<file path="config.mk">
export PLATFORM = sky130hd
export DESIGN_NAME = dcp_cke_ctrl
export DESIGN_NICKNAME = d
export VERILOG_FILES = /design/src/rtl/dcp_bank_table.v /design/src/rtl/dcp_busy_timer.v /design/src/rtl/dcp_cke_ctrl.v
export VERILOG_INCLUDE_DIRS = /design/src /design/src/rtl
export SDC_FILE = /design/constraint.sdc
export NUM_CORES = 1
export LEC_CHECK = 0
export ABC_AREA = 1
export BUFFER_PORTS_ARGS = -buffer_cell sky130_fd_sc_hd__buf_2
export CORE_ASPECT_RATIO = 1.5
export CORE_UTILIZATION = 55
export CTS_BUF_LIST = sky130_fd_sc_hd__clkbuf_4 sky130_fd_sc_hd__clkbuf_8 sky130_fd_sc_hd__clkbuf_16
export DETAILED_ROUTE_END_ITERATION = 7
export PLACE_DENSITY = 0.77
export SLEW_MARGIN = 40
export SYNTH_ARGS = -nofsm -noshare
export SYNTH_HDL_FRONTEND = slang
export SYNTH_SLANG_ARGS = --single-unit
</file>
<file path="constraint.sdc">
create_clock -name clk_i -period 3.7 [get_ports clk_i]
set_input_delay 0.555 -clock clk_i [delete_from_list [all_inputs] [get_ports clk_i]]
set_output_delay 0.555 -clock clk_i [all_outputs]
set_load 0.005 [all_outputs]
</file>
<file path="src/rtl/dcp_consts.vh">
// Constants for the clock-enable power state and DLL-off control block
// Summary of operation
// - Decode command from strobes and CKE at edge
// - Compare CKE now with previous edge
// - Power-down type set by banks closed at end
// - Self-refresh only from idle with refresh command
// - Self-refresh exit deselect, NOP in two modes
// - No internal refresh while in power-down
// - Termination off in self-refresh, ignored for CKE
// - Command and address ignored while powered down
// - Idle means banks closed, no burst, timings met
// - Unlisted combinations flagged as illegal
// - Deselect starts nothing, running work continues
// - Clearing DLL bit disables DLL until set
// - DLL-off uses CAS latency 10, write latency 9
// - DLL-off strobe reference one cycle earlier
`ifndef DCP_CONSTS_VH
`define DCP_CONSTS_VH
// ----------------------------------------
// Command codes {act_n, ras_n, cas_n, we_n}
// ----------------------------------------
`define DCP_CMD_NOP       4'hf
`define DCP_CMD_REF       4'h9
`define DCP_CMD_PRE       4'ha
`define DCP_CMD_WR        4'hc
`define DCP_CMD_RD        4'hd
`define DCP_CMD_MRS       4'h8
// ----------------------------------------
// Device states
// ----------------------------------------
`define DCP_ST_IDLE       4'h0
`define DCP_ST_ACTIVE     4'h1
`define DCP_ST_READ       4'h2
`define DCP_ST_WRITE      4'h3
`define DCP_ST_PRECH      4'h4
`define DCP_ST_REFR       4'h5
`define DCP_ST_PPD        4'h6
`define DCP_ST_APD        4'h7
`define DCP_ST_SREF       4'h8
// ----------------------------------------
// Latencies and busy counts in cycles, reset values and MR1 select
// ----------------------------------------
`define DCP_DLLOFF_CL     5'h0a
`define DCP_DLLOFF_CWL    5'h09
`define DCP_BURST_CYC     5'h04
`define DCP_PRE_CYC       5'h04
`define DCP_REF_CYC       5'h0e
`define DCP_EXIT_CYC      5'h08
`define DCP_DLL_RST       1'h1
`define DCP_AL_RST        5'h00
`define DCP_MR1_SEL       2'h1
`endif

</file>
<file path="src/rtl/dcp_bank_table.v">
// Open-row flags, one per bank, with registered any-open output
`timescale 1ns/1ps
module dcp_bank_table (
   // Clock and reset
   input  wire        clk_i,
   input  wire        rst_n_i,
   // Updates
   input  wire        open_i,
   input  wire        close_i,
   input  wire        close_all_i,
   input  wire [3:0]  bank_i,
   // Status
   output reg         any_open_o
);
   reg  [15:0] open_reg;  // Open flag per bank
   genvar g;
   // ----------------------------------------
   // Per-bank flags
   // ----------------------------------------
   generate
      for (g = 0; g < 16; g = g + 1) begin : g_bank
         always @(posedge clk_i or negedge rst_n_i) begin
            if (!rst_n_i) begin
               open_reg[g] <= 1'b0;
            end else if (open_i && bank_i == g) begin
               open_reg[g] <= 1'b1;
            end else if (close_all_i || (close_i && bank_i == g)) begin
               open_reg[g] <= 1'b0;
            end
         end
      end
   endgenerate
   // Registered summary of open banks
   always @(posedge clk_i or negedge rst_n_i) begin
      if (!rst_n_i) begin
         any_open_o <= 1'b0;
      end else begin
         any_open_o <= (|open_reg & ~close_all_i) | open_i;
      end
   end
endmodule // dcp_bank_table

</file>
<file path="src/rtl/dcp_busy_timer.v">
// Down counter that holds a busy level for a loaded number of cycles
`timescale 1ns/1ps
module dcp_busy_timer (
   // Clock and reset
   input  wire        clk_i,
   input  wire        rst_n_i,
   // Load
   input  wire        load_i,
   input  wire [4:0]  count_i,
   // Status
   output wire        busy_o
);
   reg  [4:0] cnt_reg;  // Remaining cycles
   // Load or count down
   always @(posedge clk_i or negedge rst_n_i) begin
      if (!rst_n_i) begin
         cnt_reg <= 5'h00;
      end else if (load_i) begin
         cnt_reg <= count_i;
      end else if (cnt_reg != 5'h00) begin
         cnt_reg <= cnt_reg - 5'h01;
      end
   end
   assign busy_o = (cnt_reg != 5'h00);
endmodule // dcp_busy_timer

</file>
<file path="src/rtl/dcp_cke_ctrl.v">
// Device-side clock-enable power state, command decode and DLL-off control
`timescale 1ns/1ps
`include "dcp_consts.vh"
module dcp_cke_ctrl (
   // Clock and reset
   input  wire        clk_i,
   input  wire        resetn_i,
   // Command pins from the controller
   input  wire        cke_i,
   input  wire        cs_n_i,
   input  wire        act_n_i,
   input  wire        ras_n_i,
   input  wire        cas_n_i,
   input  wire        we_n_i,
   input  wire        odt_i,
   input  wire [3:0]  bank_i,
   input  wire [1:0]  mr_sel_i,
   input  wire        addr_a0_i,
   input  wire        addr_a10_i,
   // Mode inputs
   input  wire        gear_down_i,
   input  wire        max_pwr_save_i,
   input  wire [4:0]  add_lat_i,
   // State outputs
   output reg  [3:0]  state_o,
   output reg         idle_o,
   output reg         odt_en_o,
   output reg         self_ref_o,
   output reg         refresh_en_o,
   output reg         illegal_o,
   // DLL and command outputs
   output reg         dll_on_o,
   output reg  [4:0]  cas_lat_o,
   output reg  [4:0]  cas_wr_lat_o,
   output reg  [4:0]  dqsck_ref_o,
   output reg         cmd_valid_o,
   output reg  [3:0]  cmd_o
);
   // ----------------------------------------
   // Reset release
   // ----------------------------------------
   reg        rst_s1_reg;   // First reset stage
   reg        rst_n;        // Released reset
   always @(posedge clk_i or negedge resetn_i) begin
      if (!resetn_i) begin
         rst_s1_reg <= 1'b0;
         rst_n      <= 1'b0;
      end else begin
         rst_s1_reg <= 1'b1;
         rst_n      <= rst_s1_reg;
      end
   end
   // ----------------------------------------
   // Pin synchronisers
   // ----------------------------------------
   reg  [15:0] pin_s1_reg;  // First stage, read only by second
   reg  [15:0] pin_reg;     // Second stage
   wire [15:0] pin_raw = {cke_i, cs_n_i, act_n_i, ras_n_i, cas_n_i, we_n_i, odt_i,
                          bank_i, mr_sel_i, addr_a0_i, addr_a10_i, 1'b0};
   always @(posedge clk_i or negedge rst_n) begin
      if (!rst_n) begin
         pin_s1_reg <= 16'h0000;
         pin_reg    <= 16'h0000;
      end else begin
         pin_s1_reg <= pin_raw;
         pin_reg    <= pin_s1_reg;
      end
   end
   wire       cke_now  = pin_reg[15];
   wire       cs_n     = pin_reg[14];
   wire [3:0] cmd_bits = pin_reg[13:10];
   wire [3:0] bank     = pin_reg[8:5];
   wire [1:0] mr_sel   = pin_reg[4:3];
   wire       a0       = pin_reg[2];
   wire       a10      = pin_reg[1];
   // ----------------------------------------
   // Command decode
   // ----------------------------------------
   reg        cke_prev_reg;  // CKE at previous edge
   wire       des      = cs_n;
   wire       nop      = !cs_n && cmd_bits == `DCP_CMD_NOP;
   wire       is_act   = !cs_n && !cmd_bits[3];
   wire       is_ref   = !cs_n && cmd_bits == `DCP_CMD_REF;
   wire       is_pre   = !cs_n && cmd_bits == `DCP_CMD_PRE;
   wire       is_wr    = !cs_n && cmd_bits == `DCP_CMD_WR;
   wire       is_rd    = !cs_n && cmd_bits == `DCP_CMD_RD;
   wire       is_mrs   = !cs_n && cmd_bits == `DCP_CMD_MRS;
   wire       nop_ok   = gear_down_i | max_pwr_save_i;
   // Timers and bank table
   reg        burst_ld;  // Start burst timer
   reg        pre_ld;    // Start precharge timer
   reg        ref_ld;    // Start refresh timer
   reg        exit_ld;   // Start exit timer
   wire       burst_busy;
   wire       pre_busy;
   wire       ref_busy;
   wire       exit_busy;
   wire       any_open;
   reg  [3:0] state_reg;   // Current device state
   reg  [3:0] state_next;
   reg        illegal_next;
   wire       live     = (state_reg != `DCP_ST_PPD) && (state_reg != `DCP_ST_APD)
                         && (state_reg != `DCP_ST_SREF) && cke_prev_reg && cke_now;
   dcp_busy_timer u_burst (
      .clk_i   (clk_i),
      .rst_n_i (rst_n),
      .load_i  (burst_ld),
      .count_i (`DCP_BURST_CYC),
      .busy_o  (burst_busy)
   );
   dcp_busy_timer u_pre (
      .clk_i   (clk_i),
      .rst_n_i (rst_n),
      .load_i  (pre_ld),
      .count_i (`DCP_PRE_CYC),
      .busy_o  (pre_busy)
   );
   dcp_busy_timer u_ref (
      .clk_i   (clk_i),
      .rst_n_i (rst_n),
      .load_i  (ref_ld),
      .count_i (`DCP_REF_CYC),
      .busy_o  (ref_busy)
   );
   dcp_busy_timer u_exit (
      .clk_i   (clk_i),
      .rst_n_i (rst_n),
      .load_i  (exit_ld),
      .count_i (`DCP_EXIT_CYC),
      .busy_o  (exit_busy)
   );
   dcp_bank_table u_banks (
      .clk_i       (clk_i),
      .rst_n_i     (rst_n),
      .open_i      (live && is_act),
      .close_i     (live && is_pre && !a10),
      .close_all_i (live && is_pre && a10),
      .bank_i      (bank),
      .any_open_o  (any_open)
   );
   // Idle: banks closed, no burst, CKE high, timings elapsed
   wire       idle_now = !any_open && !burst_busy && !pre_busy && !ref_busy
                         && !exit_busy && cke_now;
   // ----------------------------------------
   // State transitions on CKE history
   // ----------------------------------------
   always @* begin
      state_next   = state_reg;
      illegal_next = 1'b0;
      burst_ld     = 1'b0;
      pre_ld       = 1'b0;
      ref_ld       = 1'b0;
      exit_ld      = 1'b0;
      case (state_reg)
         `DCP_ST_PPD, `DCP_ST_APD, `DCP_ST_SREF: begin
            // Pins ignored while low; exit on rising CKE
            if (!cke_prev_reg && cke_now) begin
               if (des || (state_reg == `DCP_ST_SREF && nop && nop_ok)) begin
                  exit_ld    = 1'b1;
                  state_next = (state_reg == `DCP_ST_APD) ? `DCP_ST_ACTIVE : `DCP_ST_IDLE;
               end else begin
                  illegal_next = 1'b1;
               end
            end
         end
         default: begin
            if (cke_prev_reg && !cke_now) begin
               if (is_ref && state_reg == `DCP_ST_IDLE && idle_o) begin
                  state_next = `DCP_ST_SREF;
               end else if (des) begin
                  // Type chosen by banks left open
                  state_next = any_open ? `DCP_ST_APD : `DCP_ST_PPD;
               end else begin
                  illegal_next = 1'b1;
               end
            end else if (live) begin
               // Normal command flow
               if (is_rd || is_wr) begin
                  burst_ld   = 1'b1;
                  state_next = is_rd ? `DCP_ST_READ : `DCP_ST_WRITE;
               end else if (is_pre) begin
                  pre_ld     = 1'b1;
                  state_next = `DCP_ST_PRECH;
               end else if (is_ref) begin
                  ref_ld     = 1'b1;
                  state_next = `DCP_ST_REFR;
               end else if (nop && !nop_ok) begin
                  illegal_next = 1'b1;
               end else if (!burst_busy && !pre_busy && !ref_busy) begin
                  state_next = (any_open || is_act) ? `DCP_ST_ACTIVE : `DCP_ST_IDLE;
               end
            end
         end
      endcase
   end
   // State register and previous CKE
   always @(posedge clk_i or negedge rst_n) begin
      if (!rst_n) begin
         state_reg    <= `DCP_ST_IDLE;
         cke_prev_reg <= 1'b0;
      end else begin
         state_reg    <= state_next;
         cke_prev_reg <= cke_now;
      end
   end
   // ----------------------------------------
   // DLL control from mode register 1
   // ----------------------------------------
   reg        dll_reg;  // DLL enable
   always @(posedge clk_i or negedge rst_n) begin
      if (!rst_n) begin
         dll_reg <= `DCP_DLL_RST;
      end else if (live && is_mrs && mr_sel == `DCP_MR1_SEL) begin
         dll_reg <= a0;
      end
   end
   // ----------------------------------------
   // Registered outputs
   // ----------------------------------------
   always @(posedge clk_i or negedge rst_n) begin
      if (!rst_n) begin
         state_o      <= `DCP_ST_IDLE;
         idle_o       <= 1'b0;
         odt_en_o     <= 1'b0;
         self_ref_o   <= 1'b0;
         refresh_en_o <= 1'b0;
         illegal_o    <= 1'b0;
         dll_on_o     <= `DCP_DLL_RST;
         cas_lat_o    <= `DCP_DLLOFF_CL;
         cas_wr_lat_o <= `DCP_DLLOFF_CWL;
         dqsck_ref_o  <= `DCP_AL_RST;
         cmd_valid_o  <= 1'b0;
         cmd_o        <= `DCP_CMD_NOP;
      end else begin
         state_o      <= state_next;
         idle_o       <= idle_now && state_next == `DCP_ST_IDLE;
         odt_en_o     <= pin_reg[9] && state_next != `DCP_ST_SREF;
         self_ref_o   <= state_next == `DCP_ST_SREF;
         // No own refresh in power-down
         refresh_en_o <= state_next == `DCP_ST_SREF;
         illegal_o    <= illegal_next;
         dll_on_o     <= dll_reg;
         if (!dll_reg) begin
            cas_lat_o    <= `DCP_DLLOFF_CL;
            cas_wr_lat_o <= `DCP_DLLOFF_CWL;
            dqsck_ref_o  <= add_lat_i + `DCP_DLLOFF_CL - 5'h01;
         end else begin
            cas_lat_o    <= `DCP_DLLOFF_CL;
            cas_wr_lat_o <= `DCP_DLLOFF_CWL;
            dqsck_ref_o  <= add_lat_i + `DCP_DLLOFF_CL;
         end
         cmd_valid_o  <= live && !des && !nop;
         cmd_o        <= cmd_bits;
      end
   end
endmodule // dcp_cke_ctrl

</file>
# [Word level (Yosys, flattened, before mapping)]
# Cells that the tools add are included.
[classes] n_addsub=6 n_eq_ne=30 muxes=86 bitwise=4 n_reduce_logical=127
[op_table] op="1-bit logical AND" n=67
[op_table] op="1-bit 2-to-1 mux" n=65
[op_table] op="4-bit == test (second input constant)" n=16
[op_table] op="4-bit 2-to-1 mux" n=12
[op_table] op="5-bit 2-to-1 mux" n=9
[op_table] op="2-bit nonzero test" n=20
[op_table] op="5-bit by 1-bit subtractor with 5-bit output (second input constant)" n=5
[op_table] op="4-bit by 3-bit == test with 1-bit output (second input constant)" n=6
[op_table] op="5-bit nonzero test" n=4
[op_table] op="1-bit logical OR" n=19
[op_table] op="16-bit OR reduction" n=1
[op_table] op="1-bit logical NOT" n=12
[op_table] op="4-bit logical NOT" n=3
[op_table] op="4-bit by 2-bit == test with 1-bit output (second input constant)" n=2
[op_table] op="4-bit by 3-bit != test with 1-bit output (second input constant)" n=2
[op_table] op="4-bit != test (second input constant)" n=2
[op_table] op="5-bit by 4-bit adder with 5-bit output (second input constant)" n=1
[op_table] op="4-bit by 1-bit == test with 1-bit output (second input constant)" n=1
[op_table] op="3-bit OR reduction" n=1
[op_table] op="2-bit by 1-bit == test with 1-bit output (second input constant)" n=1
[op_table] op="1-bit bitwise OR" n=2
[op_table] op="1-bit bitwise AND" n=1
[op_table] op="1-bit NOT" n=1
[word_totals] regBits=90 in_bits=24 output_inout_bits=30 elab_cells=289

# [Depth between registers and ports, before layout]
# Gate-level depths: netlist of run 1.
[logic_depth] depth_word=14 ltp_mapped=16 ltp_nobuf=16

# [Hierarchy]
# A second synthesis of run 1 with hierarchy kept.
[hier_totals] hier_cells=492 area_unflattened_um2=4322.9
[by_module_without_submodules] module="dcp_cke_ctrl" instances=1 cells_each=220 area_per_inst_um2=2209.6 seq_area_each_um2=1333.8
[by_module_without_submodules] module="dcp_busy_timer" instances=4 cells_each=38 area_per_inst_um2=299.0 seq_area_each_um2=125.1
[by_module_without_submodules] module="dcp_bank_table" instances=1 cells_each=120 area_per_inst_um2=917.1 seq_area_each_um2=425.4

# [Worst setup path after synthesis of run 1]
# Ideal clock, no wire load.
[synth_path] path_kind="register -> register" from="register u_burst.cnt_reg[0]" to="register odt_en_o" arrival_ns=1.636 required_time_ns=3.584 slack_ns=1.948 stages_incl_launch_ff=14 n_path_buf=0 period_less_slack_ns=1.752 path_cell_list="dfrtp_1 > inv_1 > ha_1 > inv_1 > nor2_1 > nand2_1 > nor2_1 > nand3_2 > o21ai_0 > nand2_1 > a21boi_2 > nand2_1 > nor2_2 > nor2_2"
[synth_between] elab_chain_len=14
[synth_lines] element="start, declared" line_no="dcp_busy_timer.v:13" rtl="reg [4:0] cnt_reg;"
[synth_lines] element="start signal, assigned" line_no="dcp_busy_timer.v:19" rtl="cnt_reg <= count_i;"
[synth_lines] element="start signal, assigned" line_no="dcp_busy_timer.v:21" rtl="cnt_reg <= cnt_reg - 5'h01;"
[synth_lines] element="5-bit nonzero test" line_no="dcp_busy_timer.v:24" rtl="assign busy_o = (cnt_reg != 5'h00);"
[synth_lines] element="1-bit logical NOT" line_no="dcp_cke_ctrl.v:189" rtl="end else if (!burst_busy && !pre_busy && !ref_busy) begin"
[synth_lines] element="1-bit logical AND (2 in series)" line_no="dcp_cke_ctrl.v:189"
[synth_lines] element="4-bit 2-to-1 mux" line_no="dcp_cke_ctrl.v:189"
[synth_lines] element="4-bit 2-to-1 mux" line_no="dcp_cke_ctrl.v:187" rtl="end else if (nop && !nop_ok) begin"
[synth_lines] element="4-bit 2-to-1 mux" line_no="dcp_cke_ctrl.v:184" rtl="end else if (is_ref) begin"
[synth_lines] element="4-bit 2-to-1 mux" line_no="dcp_cke_ctrl.v:181" rtl="end else if (is_pre) begin"
[synth_lines] element="4-bit 2-to-1 mux" line_no="dcp_cke_ctrl.v:178" rtl="if (is_rd || is_wr) begin"
[synth_lines] element="4-bit 2-to-1 mux" line_no="dcp_cke_ctrl.v:176" rtl="end else if (live) begin"
[synth_lines] element="4-bit 2-to-1 mux" line_no="dcp_cke_ctrl.v:167" rtl="if (cke_prev_reg && !cke_now) begin"
[synth_lines] element="4-bit 2-to-1 mux" line_no="dcp_cke_ctrl.v:154" rtl="case (state_reg)"
[synth_lines] element="4-bit != test (no line)"
[synth_lines] element="1-bit logical AND (no line)"
[synth_lines] element="end signal, assigned" line_no="dcp_cke_ctrl.v:237" rtl="odt_en_o <= pin_reg[9] && state_next != `DCP_ST_SREF;"
[synth_lines] element="end, declared" line_no="dcp_cke_ctrl.v:27" rtl="output reg odt_en_o,"
# Every way passes these cells.
# A chain may end at the register's enable or synchronous reset.

# [Worst setup path after layout of run 1]
[layout_path] from="register pin_reg[13]" to="register u_banks.open_reg[2]"
[layout_between] elab_chain_len=7 word_cells_on_any_way=13
[layout_lines] element="start, declared" line_no="dcp_cke_ctrl.v:57" rtl="reg [15:0] pin_reg;"
[layout_lines] element="start signal, assigned" line_no="dcp_cke_ctrl.v:66" rtl="pin_reg <= pin_s1_reg;"
[layout_lines] element="4-bit == test (no line)"
[layout_lines] element="1-bit logical AND (no line)"
[layout_lines] element="1-bit logical AND" line_no="dcp_cke_ctrl.v:136, dcp_cke_ctrl.v:137"
[layout_lines] element="1-bit logical AND" line_no="dcp_cke_ctrl.v:136" rtl=".close_i (live && is_pre && !a10),"
[layout_lines] element="1-bit logical AND" line_no="dcp_bank_table.v:27" rtl="end else if (close_all_i || (close_i && bank_i == g)) begin"
[layout_lines] element="1-bit logical OR" line_no="dcp_bank_table.v:27"
[layout_lines] element="2-bit nonzero test (no line)"
[layout_lines] element="end signal, assigned by index" line_no="dcp_bank_table.v:24" rtl="open_reg[g] <= 1'b0;"
[layout_lines] element="end signal, assigned by index" line_no="dcp_bank_table.v:26" rtl="open_reg[g] <= 1'b1;"
[layout_lines] element="end signal, assigned by index" line_no="dcp_bank_table.v:28" rtl="open_reg[g] <= 1'b0;"
[layout_lines] element="end, declared" line_no="dcp_bank_table.v:15" rtl="reg [15:0] open_reg;"
# Parallel ways exist; a longest one is shown, timed or not.

==> results of run 1 <==
==> cell usage after synthesis (all sizes together) <==
master | count | share of area, %
buf | 16 | 2.9
or2 | 2 | 0.37
ha | 11 | 3.4
a21boi | 1 | 0.28
xor2 | 8 | 1.7
a311oi | 1 | 0.22
nor4 | 2 | 0.31
o31ai | 2 | 0.37
dfstp | 6 | 3.9
o21bai | 1 | 0.19
a31oi | 1 | 0.15
o211ai | 1 | 0.19
nand2 | 63 | 6.0
a22o | 16 | 3.5
clkbuf | 1 | 0.093
a211oi | 1 | 0.19
a21oi | 6 | 0.74
xnor2 | 9 | 1.9
o32ai | 1 | 0.22
o21ai | 25 | 3.1
inv | 54 | 5.0
o22ai | 1 | 0.15
dfrtp | 84 | 52
mux2 | 1 | 0.28
conb | 2 | 0.19
nor2 | 62 | 6.6
nand4 | 3 | 0.46
mux2i | 2 | 0.49
nand3 | 22 | 3.2
nor3 | 15 | 2.1
==> power groups by stage <==
stage               registers (mW)  logic, mW  clock network, mW
CTS                           1.35      0.793              0.638
global route                  1.38      0.900              0.675
detailed placement            1.37      0.781                  0
global placement              1.37      0.724                  0
finish                        1.35      0.782              0.616
floorplan                     1.34      0.604                  0
==> critical path: cells and delay by family, from the launching register on <==
family / cells / cell delay, ns
compound gates: 2 / 0.43
buf+inv: 2 / 0.16
flops: 1 / 0.54
simple gates: 4 / 0.84
==> through the flow <==
stage | hold WS, ns | setup slack, ns | total power, mW
floorplan | 0.259 | 1.02 | 1.94
global placement | 0.332 | 1.44 | 2.10
detailed placement | 0.251 | 1.64 | 2.15
CTS | 0.259 | 1.62 | 2.78
global route | 0.263 | 1.41 | 2.95
finish | 0.245 | 1.63 | 2.75
==> cell families (layout without fill, tap and decap cells) <==
group                      Yosys count  in the layout  synth area share (%)
DFF                                 90             90                  55.8
muxes                                3              3                 0.773
adders and majority gates           11             11                  3.40
xor gates and xnor gates            17             17                  3.68
AOI/OAI and AO/OA                   57             57                  9.24
buffers and inverters               71            116                  7.98
other                                2             11                 0.186
and+or+nand+nor                    169            169                  18.9
==> worst paths after layout <==
path,from,to,cells past startpoint
min reg2reg,rst_n,pin_s1_reg[2],0
max in group asynchronous,rst_n,cmd_o[2],1
max reg2reg,pin_reg[13],u_banks.open_reg[2],8
max,pin_reg[13],u_banks.open_reg[2],8
min,rst_n,pin_s1_reg[2],0
min in group clk_i,odt_i,pin_s1_reg[9],1
==> routing by layer <==
metal  up-vias  GRT usage [%]  wire length, um
li1       1437              -                -
met1      1424           24.8             2990
met2        63           37.1             3970
met3        12           5.92              251
met4         0           8.82              139
met5         -              0                0
==> layout make-up <==
class / instances / share of cell area (%)
timing repair buffer: 46 / 5.84
clock buffer: 9 / 2.73
clock inverter: 7 / 1.27
inverter: 54 / 4.46
tap: 97 / 2.67
sequential: 90 / 49.8
multi-input combinational: 268 / 33.2
==> timing repair <==
item / in CTS / in global routing
endpoints found under the hold margin: 2 / 0
endpoints found under the setup margin: 0 / 0
hold buffers: 1 / 0
resized for setup: 0 / 0
==> out/qor.csv, run 1 <==
metric,value,unit
Clock transition at path regs,0.09,ns
num rows,37,
"commonest non-fill, non-tap cell in the layout",dfrtp_1,
Seq pwr share,49.2,%
count of state elements after synthesis,90,
die width,72.0,um
Post-CTS Setup Repair Bufs,0,
Slowest cell on crit path,dfrtp_1,
Die ar.,7710,um2
TritonRoute pass-1 iters,5,
FF/Latch Area,2260,um2
Final #Nets,504,
worst hold path class,reg2async,
PD cells,605,nW/um2
Netlist cell types,41,
Pint,1.78,mW
clk_lat worst skew,0.36,ns
Tot GR Track Use,21.5,%
Vias/cell,5.14,
Worst IR Drop VDD,0.000456,V
Final Cycle Share,55.9,%
area of the multi-input gates,1510,um2
Synth warnings,0,
outcome,finished clean,
RSZ-0062 raised after global routing,false,
critical path peak fanout,21,
initial antenna violation count,0,
post-synthesis sequential area ratio,55.8,%
Non-Filler Instances,571,
startpoint type of the worst setup path,flip-flop,
vias in the first global route,2821,
HPWL after DPL,5390,um
Overflow after GRT,0,
proportion of layout cells with a drive suffix above 1,19.2,%
clock power share,22.4,%
post-layout instance area,4540,um2
final hold viol count,0,
diodes inserted,0,
global-route wire length before repair,12500,um
drc violations,0,
max FFs per register,16,
most numerous cell on the critical path,nor2_2,
Fmax,0.484,GHz
final WL,7350,um
DRT iter0 DRCs,217,
Fill cells,554,
Synth Instances,420,
Vias,2936,
maximum buffer depth of the clock tree,2,
critical path endpoint category,flip-flop,
Crit path required time,3.95,ns
Antenna Nets Post-Route,0,
Placed Area,4350,um2
cell area after synthesis,4050,um2
Arrival @ worst endpoint,2.32,ns
setup violators final,0,
Logic pwr share,28.4,%
fin util,65.0,%
P_leak,2.23,nW
Final Skew,0.00904,ns
switching power,0.965,mW
cell total after placement,554,
Ports,54,
Max Slew Vio Count,0,
CP Cell Sequence,"inv_1, nor2_2, nand2_1, nor2_2, inv_1, nor2_2, o21ai_0, a22o_1",
most frequent cells in the layout,"83 x dfrtp_1, 61 x nand2_1, 52 x nor2_1, 51 x inv_1, 43 x buf_2",
post-route minimum period,2.07,ns
WL per Instance,12.9,um
CTS buffer count,9,
H-Tree Depth,3,
switching share of power,35.1,%
RD Place Congestion,0.914,
CTS tree,built,
Syn Area/Cell,9.64,um2
Port Buffer Count,43,
P&R area growth vs syn,12.2,%
worst stage delay on the critical path,0.54,ns
die height,107,um
Worst Max-Slew Pin Slew,0.664,ns
core box area,6990,um2
CTS sink cnt,90,
Starting Density,57.9,%
max cap viols,0,
largest net degree at the start of global routing,34,
setup TNS,0,ns
flop-to-flop setup slack,1.63,ns
CP Class,reg2reg,
Root Buffer,clkbuf_8,
Max-slew headroom,55.7,%
No activity file was read; power rests on OpenSTA's default activity.
==> inputs of run 2 (changes only) <==
--- a/config.mk
+++ b/config.mk
@@ -6,13 +6,13 @@
 export SDC_FILE = /design/constraint.sdc
 export NUM_CORES = 1
 export LEC_CHECK = 0
-export ABC_AREA = 1
+export ABC_AREA = 0
 export BUFFER_PORTS_ARGS = -buffer_cell sky130_fd_sc_hd__buf_2
 export CORE_ASPECT_RATIO = 1.5
-export CORE_UTILIZATION = 55
+export CORE_UTILIZATION = 52
 export CTS_BUF_LIST = sky130_fd_sc_hd__clkbuf_4 sky130_fd_sc_hd__clkbuf_8 sky130_fd_sc_hd__clkbuf_16
 export DETAILED_ROUTE_END_ITERATION = 7
-export PLACE_DENSITY = 0.77
+export PLACE_DENSITY = 0.76
 export SLEW_MARGIN = 40
 export SYNTH_ARGS = -nofsm -noshare
 export SYNTH_HDL_FRONTEND = slang
==> constraint.sdc (replaced) <==
create_clock -name clk_i -period 1.84 [get_ports clk_i]
set_input_delay 0.276 -clock clk_i [delete_from_list [all_inputs] [get_ports clk_i]]
set_output_delay 0.276 -clock clk_i [all_outputs]
set_load 0.005 [all_outputs]
==> out/qor.csv, run 2 <==
metric,value,unit,change
"count leader, synth",dfrtp_1,,
HPWL after DPL,6040,um,+12%
Overflow after GRT,0,,unchanged
final hold viol count,0,,unchanged
setup violators final,20,,+20
Synth warnings,0,,unchanged
Yosys top cell by area,dfrtp_1,,
Vias,3265,,+11%
most frequent cells in the layout,"83 x dfrtp_1, 62 x buf_4, 43 x buf_2, 31 x nor2_1, 22 x a21oi_1",,
CTS sink cnt,90,,unchanged
"delay-heaviest family, CP",simple AND/OR/NAND/NOR gates,,
Netlist cell types,60,,+46%
Hold Slack,0.0496,ns,-0.196 ns
H-Tree Depth,3,,unchanged
diodes inserted,0,,unchanged
worst hold path class,in2reg,,
WL per Instance,15.9,um,+24%
P&R area growth vs syn,33.5,%,
Post-synth ARST share,100,%,unchanged
critical path peak fanout,3,,-86%
RSZ-0062 raised after global routing,true,,
switching power,2.29,mW,+140%
TritonRoute pass-1 iters,5,,unchanged
Pint,4.91,mW,+180%
"commonest non-fill, non-tap cell in the layout",dfrtp_1,,
final setup margin,-0.239,ns,-1.87 ns
global-route wire length before repair,14100,um,+13%
Crit path required time,2.07,ns,-1.88 ns
cell area after synthesis,4050,um2,about the same
Slowest cell on crit path,dfrtp_1,,
Seq pwr share,38.4,%,-11 points
Synth top area share,51.9,%,about the same
worst stage delay on the critical path,0.39,ns,-0.15 ns
proportion of layout cells with a drive suffix above 1,41.2,%,+22 points
Vias/cell,5.56,,+8.2%
Syn Area/Cell,11.1,um2,+15%
Worst IR Drop VDD,0.000942,V,+110%
"EDFF count, synth",0,,unchanged
Antenna Nets Post-Route,0,,unchanged
WP buf/inv,1,,-1
largest net degree at the start of global routing,41,,+21%
vias in the first global route,3226,,+14%
maximum buffer depth of the clock tree,2,,unchanged
Tot GR Track Use,23.2,%,+1.7 points
clock power share,25.3,%,+2.9 points
post-route minimum period,2.08,ns,+0.0113 ns
CP Class,reg2reg,,
core box area,7560,um2,+8.2%
CTS buffer count,9,,unchanged
Synth Flop Type,dfrtp_1,,
die width,74.0,um,+2.8%
Area contributors post-synth,"dfrtp_1 52%, o21ai_0 4.6%, dfstp_2 3.9%",,
Die ar.,8150,um2,+5.7%
CTS tree,built,,
Worst Max-Slew Pin Slew,0.566,ns,-0.0978 ns
critical path endpoint category,flip-flop,,
initial antenna violation count,0,,unchanged
Port Buffer Count,43,,unchanged
final WL,9360,um,+27%
Ports,54,,unchanged
Synth top cells by count,"84 x dfrtp_1, 37 x o21ai_0, 31 x nor2_1",,
Synth Instances,366,,-13%
Final Skew,0.00718,ns,-0.00186 ns
max cap viols,0,,unchanged
Non-Filler Instances,587,,+2.8%
die height,110,um,+2.8%
dpl ws,-0.254,ns,-1.89 ns
Clock transition at path regs,0.06,ns,-0.03 ns
P_leak,2.45,nW,+9.9%
max FFs per register,16,,unchanged
Logic pwr share,36.3,%,+7.9 points
Fmax,0.481,GHz,-0.54%
drc violations,0,,unchanged
Final Cycle Share,113,%,+57 points
DRT iter0 DRCs,206,,-5.1%
Arrival @ worst endpoint,2.31,ns,about the same
post-synthesis sequential area ratio,55.8,%,about the same
PD cells,1330,nW/um2,+120%
cell total after placement,558,,+0.72%
Total Power,7.20,mW,+160%
count of state elements after synthesis,90,,unchanged
Final #Nets,515,,+2.2%
Starting Density,53.5,%,-4.4 points
most numerous cell on the critical path,nor4b_4,,
switching share of power,31.8,%,-3.3 points
failing checks,setup timing,,
Max-slew headroom,62.3,%,+6.6 points
Root Buffer,clkbuf_16,,
startpoint type of the worst setup path,flip-flop,,
Max Slew Vio Count,0,,unchanged
fin util,71.5,%,+6.5 points
outcome,"complete, but fails checks",,
clk_lat worst skew,0.33,ns,-0.03 ns
num rows,39,,+5.4%
CP Cell Sequence,"inv_2, ha_4, nor4b_4, nand3_2, or3_4, nor2b_4, a41o_2, nor4b_4",,
RD Place Congestion,0.893,,-2.3%
## run 2: changes by cell type in the layout (fill, tap and decap cells not counted), sizes merged, moves of 5 or more
cell	change
a21oi	+16
a22o	-16
a31oi	+6
buf	+68
inv	-47
nand2	-43
nand3	-15
nor2	-31
nor2b	+12
nor4b	+5
o21ai	+16
or3	+7
xor2	-6
## run 2: power groups by stage
stage / clock [mW] / sequential (mW) / combinational (mW)
5_1_grt: 1.93 / 2.80 / 2.87
4_1_cts: 1.85 / 2.72 / 2.36
3_3_place_gp: 0 / 2.72 / 2.13
6_report: 1.82 / 2.76 / 2.61
3_5_place_dp: 0 / 2.75 / 2.21
2_1_floorplan: 0 / 2.75 / 1.26
## run 2: cells by family after synthesis
group | synth area share, %
fa+ha+maj | 3.40
simple gates | 18.3
xor+xnor | 3.03
compound gates | 13.4
mux | 1.05
buf+inv | 4.91
other cells | 0.185
flops | 55.8
## run 2: through the flow
step | area [um2] | TNS (ns)
after floorplan | 4100 | -0.524
after global placement | 4760 | -1.98
final | 5410 | -1.34
after detailed placement | 4760 | -3.60
after CTS | 5190 | -0.373
after global routing | 5410 | -3.25
## run 2: worst reg2reg max path, delay by kind of cell, from the launching register on
family                   cells  cell delay [ns]
AND/OR/NAND/NOR              5             1.15
adder cells (fa/ha/maj)      1             0.14
flip-flops                   1             0.39
buffers and inverters        1             0.09
AO/OA/AOI/OAI                1             0.23
## run 2: layout make-up
class / count / area, um2
multi-input cells: 253 / 1850
well taps: 102 / 128
inverters: 11 / 41.3
clock inverters: 4 / 51.3
clock buffers: 12 / 254
flip-flops and latches: 90 / 2260
fillers: 488 / 2160
repair buffers: 115 / 823
## run 2: worst paths after layout
check,startpoint,to,slack (ns),depth (start not counted)
worst max register to register,u_burst.cnt_reg[1],idle_o,-0.24,8
worst min-delay path,bank_i[1],pin_s1_reg[6],0.05,1
min in group asynchronous,rst_n,u_banks.any_open_o,0.27,0
worst min register to register,rst_n,u_banks.any_open_o,0.27,0
worst max-delay path,u_burst.cnt_reg[1],idle_o,-0.24,8
max in group asynchronous,rst_n,cmd_o[3],0.90,1
## run 2: what timing repair did
item / 4_1_cts / 5_1_grt
setup endpoints to repair: 32 / 29
hold endpoints to repair: 2 / 0
pin swaps: 8 / 23
gates cloned: 0 / 1
setup buffers: 4 / 7
hold buffers: 1 / 0
gates resized for setup: 34 / 49
## run 2: routing by layer
layer,vias up,track usage [%],wire [um]
met1,1590,25.0,3340
met3,41,5.27,398
li1,1511,-,-
met2,123,39.9,5170
met5,-,0,0
met4,0,15.5,450
